[config.mk]
export PLATFORM = sky130hd
export DESIGN_NAME = cfdcs_supervisor
export DESIGN_NICKNAME = d
export VERILOG_FILES = /design/src/cfdcs_pkg.sv /design/src/cfdcs_supervisor.sv /design/src/cfdcs_timer.sv
export SDC_FILE = /design/constraint.sdc
export NUM_CORES = 1
export LEC_CHECK = 0
export BUFFER_PORTS_ARGS = -buffer_cell sky130_fd_sc_hd__buf_4
export CAP_MARGIN = 20
export CORE_MARGIN = 2
export CORE_UTILIZATION = 56
export DETAILED_ROUTE_END_ITERATION = 10
export GPL_TIMING_DRIVEN = 0
export PLACE_DENSITY = 0.74
export SYNTH_ARGS = -nofsm -noshare
export SYNTH_HDL_FRONTEND = slang
export SYNTH_SLANG_ARGS = --single-unit
[constraint.sdc]
create_clock -name clk_in -period 2.15 [get_ports clk_in]
set_input_delay 0.43 -clock clk_in [delete_from_list [all_inputs] [get_ports clk_in]]
set_output_delay 0.43 -clock clk_in [all_outputs]
set_load 0.01 [all_outputs]
[src/cfdcs_pkg.sv]
// constants and types for the crystal frequency detect and clock supervisor
// Functional notes
// - detect 8 or 16 MHz crystal and set internal clock generation to match
// - after one correctly received telegram, freeze detection result
// - only power-on reset releases the frozen frequency selection
// - in slave mode only a valid master call triggers the lock
// - master, repeater, monitor: master call or slave response triggers lock
// - after power-on reset run the 16 MHz setting by default
// - about 200 us after power-on reset switch to 8 MHz or stay at 16
// - no oscillation for 150 us asserts reset until oscillation returns
// - also force unconditional reset after about 20 us without oscillation
// - over 140 C for more than 2 s: inductor off, reset, analog power-down
// - overheat protection state is latched until bus supply is cycled
// - regulated output short to ground acts exactly like overheat; here it latches at once, no 2 s wait
// - master and repeater flags select mode, read at init, never switched online
package cfdcs_pkg;

    // timing figures in their own units
    localparam int unsigned CLK_MHZ           = 100;
    localparam int unsigned DETECT_TIME_US    = 200;
    localparam int unsigned WDOG_LONG_US      = 150;
    localparam int unsigned WDOG_SHORT_US     = 20;
    localparam int unsigned OVERHEAT_TIME_MS  = 2000;
    // derived cycle counts
    localparam int unsigned DETECT_CYCLES     = DETECT_TIME_US * CLK_MHZ;
    localparam int unsigned WDOG_LONG_CYCLES  = WDOG_LONG_US * CLK_MHZ;
    localparam int unsigned WDOG_SHORT_CYCLES = WDOG_SHORT_US * CLK_MHZ;
    localparam int unsigned OVERHEAT_CYCLES   = OVERHEAT_TIME_MS * 1000 * CLK_MHZ;
    // toggles counted over detect window: 16 MHz gives 6400, 8 MHz 3200
    localparam int unsigned XTAL_THRESH       = 4800;
    localparam int unsigned CNT_W             = 32;
    // frequency encoding
    localparam logic        FREQ_16           = 1'b1;
    localparam logic        FREQ_8            = 1'b0;

    // operating modes from master and repeater flags
    typedef enum logic [1:0] {
        CFDCS_SLAVE   = 2'h0,
        CFDCS_MONITOR = 2'h1,
        CFDCS_MASTER  = 2'h2,
        CFDCS_REPEAT  = 2'h3
    } cfdcs_mode_type;

    // telegram receive strobes
    typedef struct packed {
        logic master_call;
        logic slave_resp;
    } cfdcs_rx_type;

    // status toward the rest of the chip
    typedef struct packed {
        logic freq_16;
        logic locked;
        logic detect_done;
        logic protect;
    } cfdcs_stat_type;

endpackage : cfdcs_pkg

[src/cfdcs_supervisor.sv]
// crystal frequency detection, lock, clock watchdog and protection latch
`timescale 1ns/1ns
module cfdcs_supervisor
    import cfdcs_pkg::*;
#(
    parameter int unsigned DETECT_CNT   = DETECT_CYCLES,
    parameter int unsigned WDOG_LONG    = WDOG_LONG_CYCLES,
    parameter int unsigned WDOG_SHORT   = WDOG_SHORT_CYCLES,
    parameter int unsigned OVERHEAT_CNT = OVERHEAT_CYCLES,
    parameter int unsigned THRESH       = XTAL_THRESH
) (
    // clock and resets
    input  wire logic           clk_in,
    input  wire logic           rst_n_in,
    input  wire logic           por_n_in,
    // crystal oscillator sense (asynchronous)
    input  wire logic           xtal_in,
    // stored mode flags
    input  wire logic           master_flag_in,
    input  wire logic           repeater_flag_in,
    // telegram receiver strobes (same clock)
    input  wire cfdcs_rx_type   rx_in,
    // analog alarms (asynchronous)
    input  wire logic           overtemp_in,
    input  wire logic           regulated_out_pin_short_in,
    // outputs
    output logic                freq_16_out,
    output logic                chip_reset_out,
    output logic                inductor_off_out,
    output logic                analog_pd_out,
    output cfdcs_stat_type      status_out
);
    // synchronisers: stage one read only by stage two
    logic [1:0] xtal_sync;
    logic [1:0] temp_sync;
    logic [1:0] short_sync;
    logic       xtal_last;

    // power-on state: only por_n_in clears it
    logic           freq_16;
    logic           locked;
    logic           detect_done;
    logic           protect;
    logic [CNT_W-1:0] edge_count;
    cfdcs_mode_type mode;
    logic           mode_loaded;

    // derived wires
    wire xtal_edge    = xtal_sync[1] ^ xtal_last;
    wire temp_hot     = temp_sync[1];
    wire short_seen   = short_sync[1];
    wire detect_end;
    wire wdog_long_hit;
    wire wdog_short_hit;
    wire overheat_hit;
    wire lock_trigger;
    wire next_freq_16;

    // slave needs a master call, other modes accept either
    assign lock_trigger = (mode == CFDCS_SLAVE) ? rx_in.master_call
                        : (rx_in.master_call || rx_in.slave_resp);
    // edge count over window decides the crystal rate
    assign next_freq_16 = (edge_count >= CNT_W'(THRESH));

    // input synchronisers
    always_ff @(posedge clk_in) begin
        if (!por_n_in) begin
            xtal_sync  <= 2'h0;
            temp_sync  <= 2'h0;
            short_sync <= 2'h0;
            xtal_last  <= 1'b0;
        end else begin
            xtal_sync  <= {xtal_sync[0], xtal_in};
            temp_sync  <= {temp_sync[0], overtemp_in};
            short_sync <= {short_sync[0], regulated_out_pin_short_in};
            xtal_last  <= xtal_sync[1];
        end
    end

    // detection window from power-on reset
    cfdcs_timer #(.LIMIT(DETECT_CNT)) u_detect (
        .clk_in      (clk_in),
        .rst_n_in    (por_n_in),
        .clear_in    (1'b0),
        .run_in      (!detect_done),
        .reached_out (detect_end)
    );

    // watchdog long timeout, cleared by every oscillator edge
    cfdcs_timer #(.LIMIT(WDOG_LONG)) u_wdog_long (
        .clk_in      (clk_in),
        .rst_n_in    (por_n_in),
        .clear_in    (xtal_edge),
        .run_in      (1'b1),
        .reached_out (wdog_long_hit)
    );

    // watchdog short timeout
    cfdcs_timer #(.LIMIT(WDOG_SHORT)) u_wdog_short (
        .clk_in      (clk_in),
        .rst_n_in    (por_n_in),
        .clear_in    (xtal_edge),
        .run_in      (1'b1),
        .reached_out (wdog_short_hit)
    );

    // overheat persistence; cleared whenever the die cools
    cfdcs_timer #(.LIMIT(OVERHEAT_CNT)) u_overheat (
        .clk_in      (clk_in),
        .rst_n_in    (por_n_in),
        .clear_in    (!temp_hot),
        .run_in      (1'b1),
        .reached_out (overheat_hit)
    );

    // mode flags captured once after power-on, never switched online
    always_ff @(posedge clk_in) begin
        if (!por_n_in) begin
            mode        <= CFDCS_SLAVE;
            mode_loaded <= 1'b0;
        end else if (!mode_loaded) begin
            mode        <= cfdcs_mode_type'({master_flag_in, repeater_flag_in});
            mode_loaded <= 1'b1;
        end
    end

    // oscillator edge counting during the window
    always_ff @(posedge clk_in) begin
        if (!por_n_in) begin
            edge_count <= '0;
        end else if (!detect_done && xtal_edge && !(&edge_count)) begin
            edge_count <= edge_count + CNT_W'(1);
        end
    end

    // frequency selection: 16 by default, decided at window end, frozen by lock
    always_ff @(posedge clk_in) begin
        if (!por_n_in) begin
            freq_16     <= FREQ_16;
            detect_done <= 1'b0;
        end else if (!locked && !detect_done && detect_end) begin
            freq_16     <= next_freq_16;
            detect_done <= 1'b1;
        end
    end

    // lock: set by qualified telegram, cleared only by power-on reset
    always_ff @(posedge clk_in) begin
        if (!por_n_in) begin
            locked <= 1'b0;
        end else if (lock_trigger && mode_loaded && rst_n_in) begin
            locked <= 1'b1;
        end
    end

    // protection latch: overheat or output short, held to power cycle
    always_ff @(posedge clk_in) begin
        if (!por_n_in) begin
            protect <= 1'b0;
        end else if (overheat_hit || short_seen) begin
            protect <= 1'b1;
        end
    end

    // registered outputs
    always_ff @(posedge clk_in) begin
        if (!por_n_in) begin
            freq_16_out      <= FREQ_16;
            chip_reset_out   <= 1'b1;
            inductor_off_out <= 1'b0;
            analog_pd_out    <= 1'b0;
            status_out       <= '0;
        end else begin
            freq_16_out      <= freq_16;
            // reset while clock missing (short figure covers the long one)
            chip_reset_out   <= wdog_short_hit || wdog_long_hit || protect || !rst_n_in;
            inductor_off_out <= protect;
            analog_pd_out    <= protect;
            status_out       <= '{freq_16: freq_16, locked: locked,
                                  detect_done: detect_done, protect: protect};
        end
    end
endmodule : cfdcs_supervisor

[src/cfdcs_timer.sv]
// saturating cycle timer with clear and threshold flag
`timescale 1ns/1ns
module cfdcs_timer
    import cfdcs_pkg::*;
#(
    parameter int unsigned LIMIT = 16
) (
    // clock and reset
    input  wire logic clk_in,
    input  wire logic rst_n_in,
    // control
    input  wire logic clear_in,
    input  wire logic run_in,
    // result
    output logic      reached_out
);
    logic [CNT_W-1:0] count;
    wire  [CNT_W-1:0] limit_w = CNT_W'(LIMIT);
    wire              at_limit = (count >= limit_w);

    // count while running, hold at limit
    always_ff @(posedge clk_in) begin
        if (!rst_n_in || clear_in) begin
            count <= '0;
        end else if (run_in && !at_limit) begin
            count <= count + CNT_W'(1);
        end
    end

    // flag registered for clean output
    always_ff @(posedge clk_in) begin
        if (!rst_n_in || clear_in) begin
            reached_out <= 1'b0;
        end else begin
            reached_out <= at_limit;
        end
    end
endmodule : cfdcs_timer

# Word-level counts from Yosys, hierarchy flattened
# Cells that the tools add are included.
# W data, S select, Z words.
[word_totals]
out_inout_bits = 8
reg_bits = 184
inputBits = 10
wordCells = 61
[classes]
magnitude_cmp = 5
add_sub_neg = 5
bitwise_logic = 1
muxes = 2
reduce_logical = 23
[ops]
columns = ["operator", "n"]
rows = [
  ["$add A32 B1 Y32 const B", 5],
  ["$ge A32 B11 Y1 const B", 1],
  ["$ge A32 B13 Y1 const B", 1],
  ["$ge A32 B14 Y1 const B", 1],
  ["$ge A32 B15 Y1 const B", 1],
  ["$ge A32 B28 Y1 const B", 1],
  ["$reduce_and A32 Y1", 1],
  ["$logic_and A1 B1 Y1", 7],
  ["$logic_not A1 Y1", 7],
  ["$logic_or A1 B1 Y1", 7],
  ["$logic_not A2 Y1", 1],
  ["$mux W1", 2],
  ["$xor A1 B1 Y1", 1],
]

# Longest topological paths before layout
[depth]
depth_word = 4
depth_mapped = 8
depth_no_buf = 6

# Hierarchy
# A second synthesis with hierarchy kept.
[hier_totals]
hier_cells = 879
hier_area_um2 = 7937.6
[modules_own_cells]
columns = ["module", "area_each_um2", "cells_each", "instances", "seq_area_each_um2"]
rows = [
  ["cfdcs_supervisor", 2316.0, 264, 1, 1041.0],
  ["cfdcs_timer (u_overheat)", 1714.1, 209, 1, 660.6],
  ["cfdcs_timer (u_detect)", 1337.5, 142, 1, 660.6],
  ["cfdcs_timer (u_wdog_long)", 1288.7, 137, 1, 660.6],
  ["cfdcs_timer (u_wdog_short)", 1281.2, 127, 1, 660.6],
]

# Worst setup path after synthesis
# Ideal clock, no wire load.
[synth_path]
path_type = "reg2reg"
start = "reg edge_count[0]"
end = "reg edge_count[15]"
setup_ns = 0.101
setup_slack_ns = -0.012
required_time_ns = 2.049
arrival_ns = 2.061
n_path_buf = 2
stages_incl_launch_ff = 9
synth_period_minus_slack_ns = 2.162
cell_sequence = "dfxtp_1 ha_1 nand3_1 or4_4 nor4_4 buf_6 buf_6 o311ai_0 o41ai_1"
[synth_via]
elab_chain_len = 3
word_cells_on_any_way = 4
cone_classes = "add/sub: 1; reduce/logical: 3"
[synth_rtl]
columns = ["element", "line_no", "text"]
rows = [
  ["start: declaration", "cfdcs_supervisor.sv:44", "logic [CNT_W-1:0] edge_count;"],
  ["start signal: assignment", "cfdcs_supervisor.sv:132", "edge_count <= edge_count + CNT_W'(1);"],
  ["parallel branches: the longest is 3 deep, another holds $add A32 B1 Y32", "-", ""],
]
# Parallel ways; which one is timed is not known.
# A chain may end at the register's enable or synchronous reset.

# Worst setup path after layout
[layout_path]
start = "reg edge_count[0]"
end = "reg edge_count[29]"
# Same word-level chain as after synthesis.

==> impl_metrics.toml <==
[run_status]
status = "finished, final reports clean"

[worst_setup_path]
cp-end-kind = "flop"
crit_fanout = 8
worst-setup-path-type = "flop to flop"
r2r_start = "edge_count[0]"
startpoint = "edge_count[0]"
endpoint = "edge_count[29]"
r2r_slack_ps = 20
startpoint_type = "flop"
r2r-end = "edge_count[29]"
crit_required_ps = 2510
arrival_ps = 2490
reg2regPathDepth = 7

[grt]
antenna_found_initial = 0
grt_pass1_vias = 6378
grt_overflow = 0
grt_max_degree = 17
grt_pass1_wl_mm = 29.9
grt_use_total = 0.252

[yosys]
synth-async-reset-ratio = 0
ys_ff_latch = 184
synth_most_common_cell = "dfxtp_1"
syn_inst = 853
ys.flop_type = "dfxtp_1"
synth_common_cells = "184 x dfxtp_1, 69 x nand2_1, 62 x a21oi_1, 54 x and3_1, 44 x nor2_1"
synth_cell_types = 56
netlist_area_um2 = 7700
synthTopCellsByArea = "dfxtp_1 48%, and3_1 4.4%, a21oi_1 4.0%"
synth_nets = 873
synth_top_cell_area_share = 0.478
yosysWarnings = 0
avgSynthCellArea_um2 = 9.03
synth_edf_count = 0
synth_top_area_cell = "dfxtp_1"
ys_seq_area_frac = 0.478

[sta]
min_period_over_period = 0.989
timing.hold.ws_ps = 165
max_freq_mhz = 470
worstMarginPinSlew_ps = 721
rsz0062_at_grt = "true"
timing.final.max_slew_violations = 0
min_period_ps = 2130
clock_skew_ps = 10.3
relSlewSlack = 0.518
setup_slack_ps = 22.7
hold_viol = 0
setup_violations = 0

[finish]
nNetsFinal = 929
utilization = 0.683
drive_above_1_share = 0.164
antenna_cells = 0
area_growth_pct = 18.4

[routing]
vias = 6791
wl_per_cell_um = 16.9
firstDrtPassIters = 6
viasPerCell = 6.18
ant_nets = 0
drc = 0
wl_mm = 18.5
drtIter0Drc = 476

[clock_network]
clk_pin_slew_ps = 70
cts_tree = "done"
cts_max_path_buffers = 2
clk_latency_ps = 430
root_buffer = "clkbuf_16"
cts_sinks = 184
h-tree-depth = 4
cts_inserted_buffers = 17

[place]
routabilityCongestion = 0.861
detailed_place_hpwl_mm = 12.0
place_ws_ps = -293
io_buffers = 17

[power_and_ir_drop]
leakage_nw = 3.29
worst_ir_drop_vdd_v = 0.000616
powerDensity_nw_per_um2 = 723

[floorplan]
rows = 42
core-area_um2 = 13300
die_y_um = 121
initial_core_util = 0.577
die_area_um2 = 14700
fp.dieW_um = 121
io_pins = 18

[job]
maxCapViolations = 0

[worst_hold_path]
min_path_type = "input pin to flop"
-- registers in the layout, indices dropped and copies added, names as in the netlist, 2 cells and up --
signal	count
edge_count	32
short_sync	2
temp_sync	2
status_out	4
u_detect.count	32
mode	2
u_overheat.count	32
u_wdog_long.count	32
xtal_sync	2
u_wdog_short.count	32
-- layout make-up --
| class | instances | area [um2] |
|---|---|---|
| tap | 176 | 220 |
| buffer | 41 | 213 |
| clock buffer | 21 | 470 |
| timing repair buffer | 40 | 352 |
| sequential | 184 | 3720 |
| inverter | 26 | 97.6 |
| multi-input combinational | 599 | 3950 |
| fill | 1050 | 4230 |
| clock inverter | 11 | 88.8 |
-- worst min path at each step --
stage | startpoint | end | slack (ps) | cells past startpoint
2_1_floorplan | u_wdog_short.reached_out | chip_reset_out | 410 | 2
3_3_place_gp | temp_sync[0] | temp_sync[1] | 420 | 1
3_5_place_dp | temp_sync[0] | temp_sync[1] | 420 | 1
4_1_cts | por_n_in | mode_loaded | 150 | 1
5_1_grt | por_n_in | mode_loaded | 150 | 1
6_report | por_n_in | mode_loaded | 170 | 1
-- worst max-delay path, stage by stage, from the launching register on --
cell and delay, ps:
dfxtp_2 360, buf_6 120, nand4_1 200, nor4_4 440, nand4_1 160, buf_6 170
or4_1 470, a21oi_1 140
-- metrics by stage --
step           setup TNS (ps)  std cells  total power, mW  cell area, um2
2_1_floorplan               0        853             3.66            7700
3_3_place_gp            -8350       1046             3.73            8050
3_5_place_dp           -11440       1046             3.74            8050
4_1_cts                  -375       1091             6.65            8900
5_1_grt                  -329       1098             6.81            9110
6_report                    0       1098             6.59            9110
-- layer usage --
layer  up-vias  track usage  routed length [um]
met3        38       0.0550                 845
li1       3266            -                   -
met1      3304        0.324                8230
met4         0       0.0927                 397
met2       183        0.416                9060
met5         -            0                   0
-- placed cells by master, fill, tap and decap left out, types with 9 or more instances in the layout --
cell,count
a21oi_1,59
and2_1,31
and3_1,54
buf_4,38
clkbuf_1,26
clkbuf_16,17
dfxtp_1,164
dfxtp_2,15
ha_1,9
inv_1,26
mux2i_1,12
nand2_1,67
nand2b_1,14
nand3_1,24
nand4_1,27
nor2_1,42
nor3_1,18
nor4_1,21
o21ai_0,27
o31ai_1,32
or3_1,22
or4_1,28
xnor2_1,17
-- logic make-up after synthesis --
group / count (synthesis) / synth area share
and+or+nand+nor: 394 / 0.294
DFF: 184 / 0.478
AOI/OAI and AO/OA: 165 / 0.137
buffers and inverters: 70 / 0.0385
xor gates and xnor gates: 18 / 0.0205
muxes: 12 / 0.0156
adders and majority gates: 10 / 0.0163
-- where the power goes --
group          switching (mW)  leakage [nW]  internal, mW
Combinational           0.144          1.52        0.0718
Clock                    1.33         0.272          1.59
Sequential             0.0266          1.50          3.43
Total                    1.50          3.29          5.10
-- what timing repair did --
action / in CTS / in global routing
pin swaps: 12 / 16
setup buffers: 11 / 10
gates resized for setup: 48 / 48
cloned: 2 / 0
hold buffers: 0 / 0
endpoints found under the setup margin: 64 / 67
(Power assumes the default switching activity.)
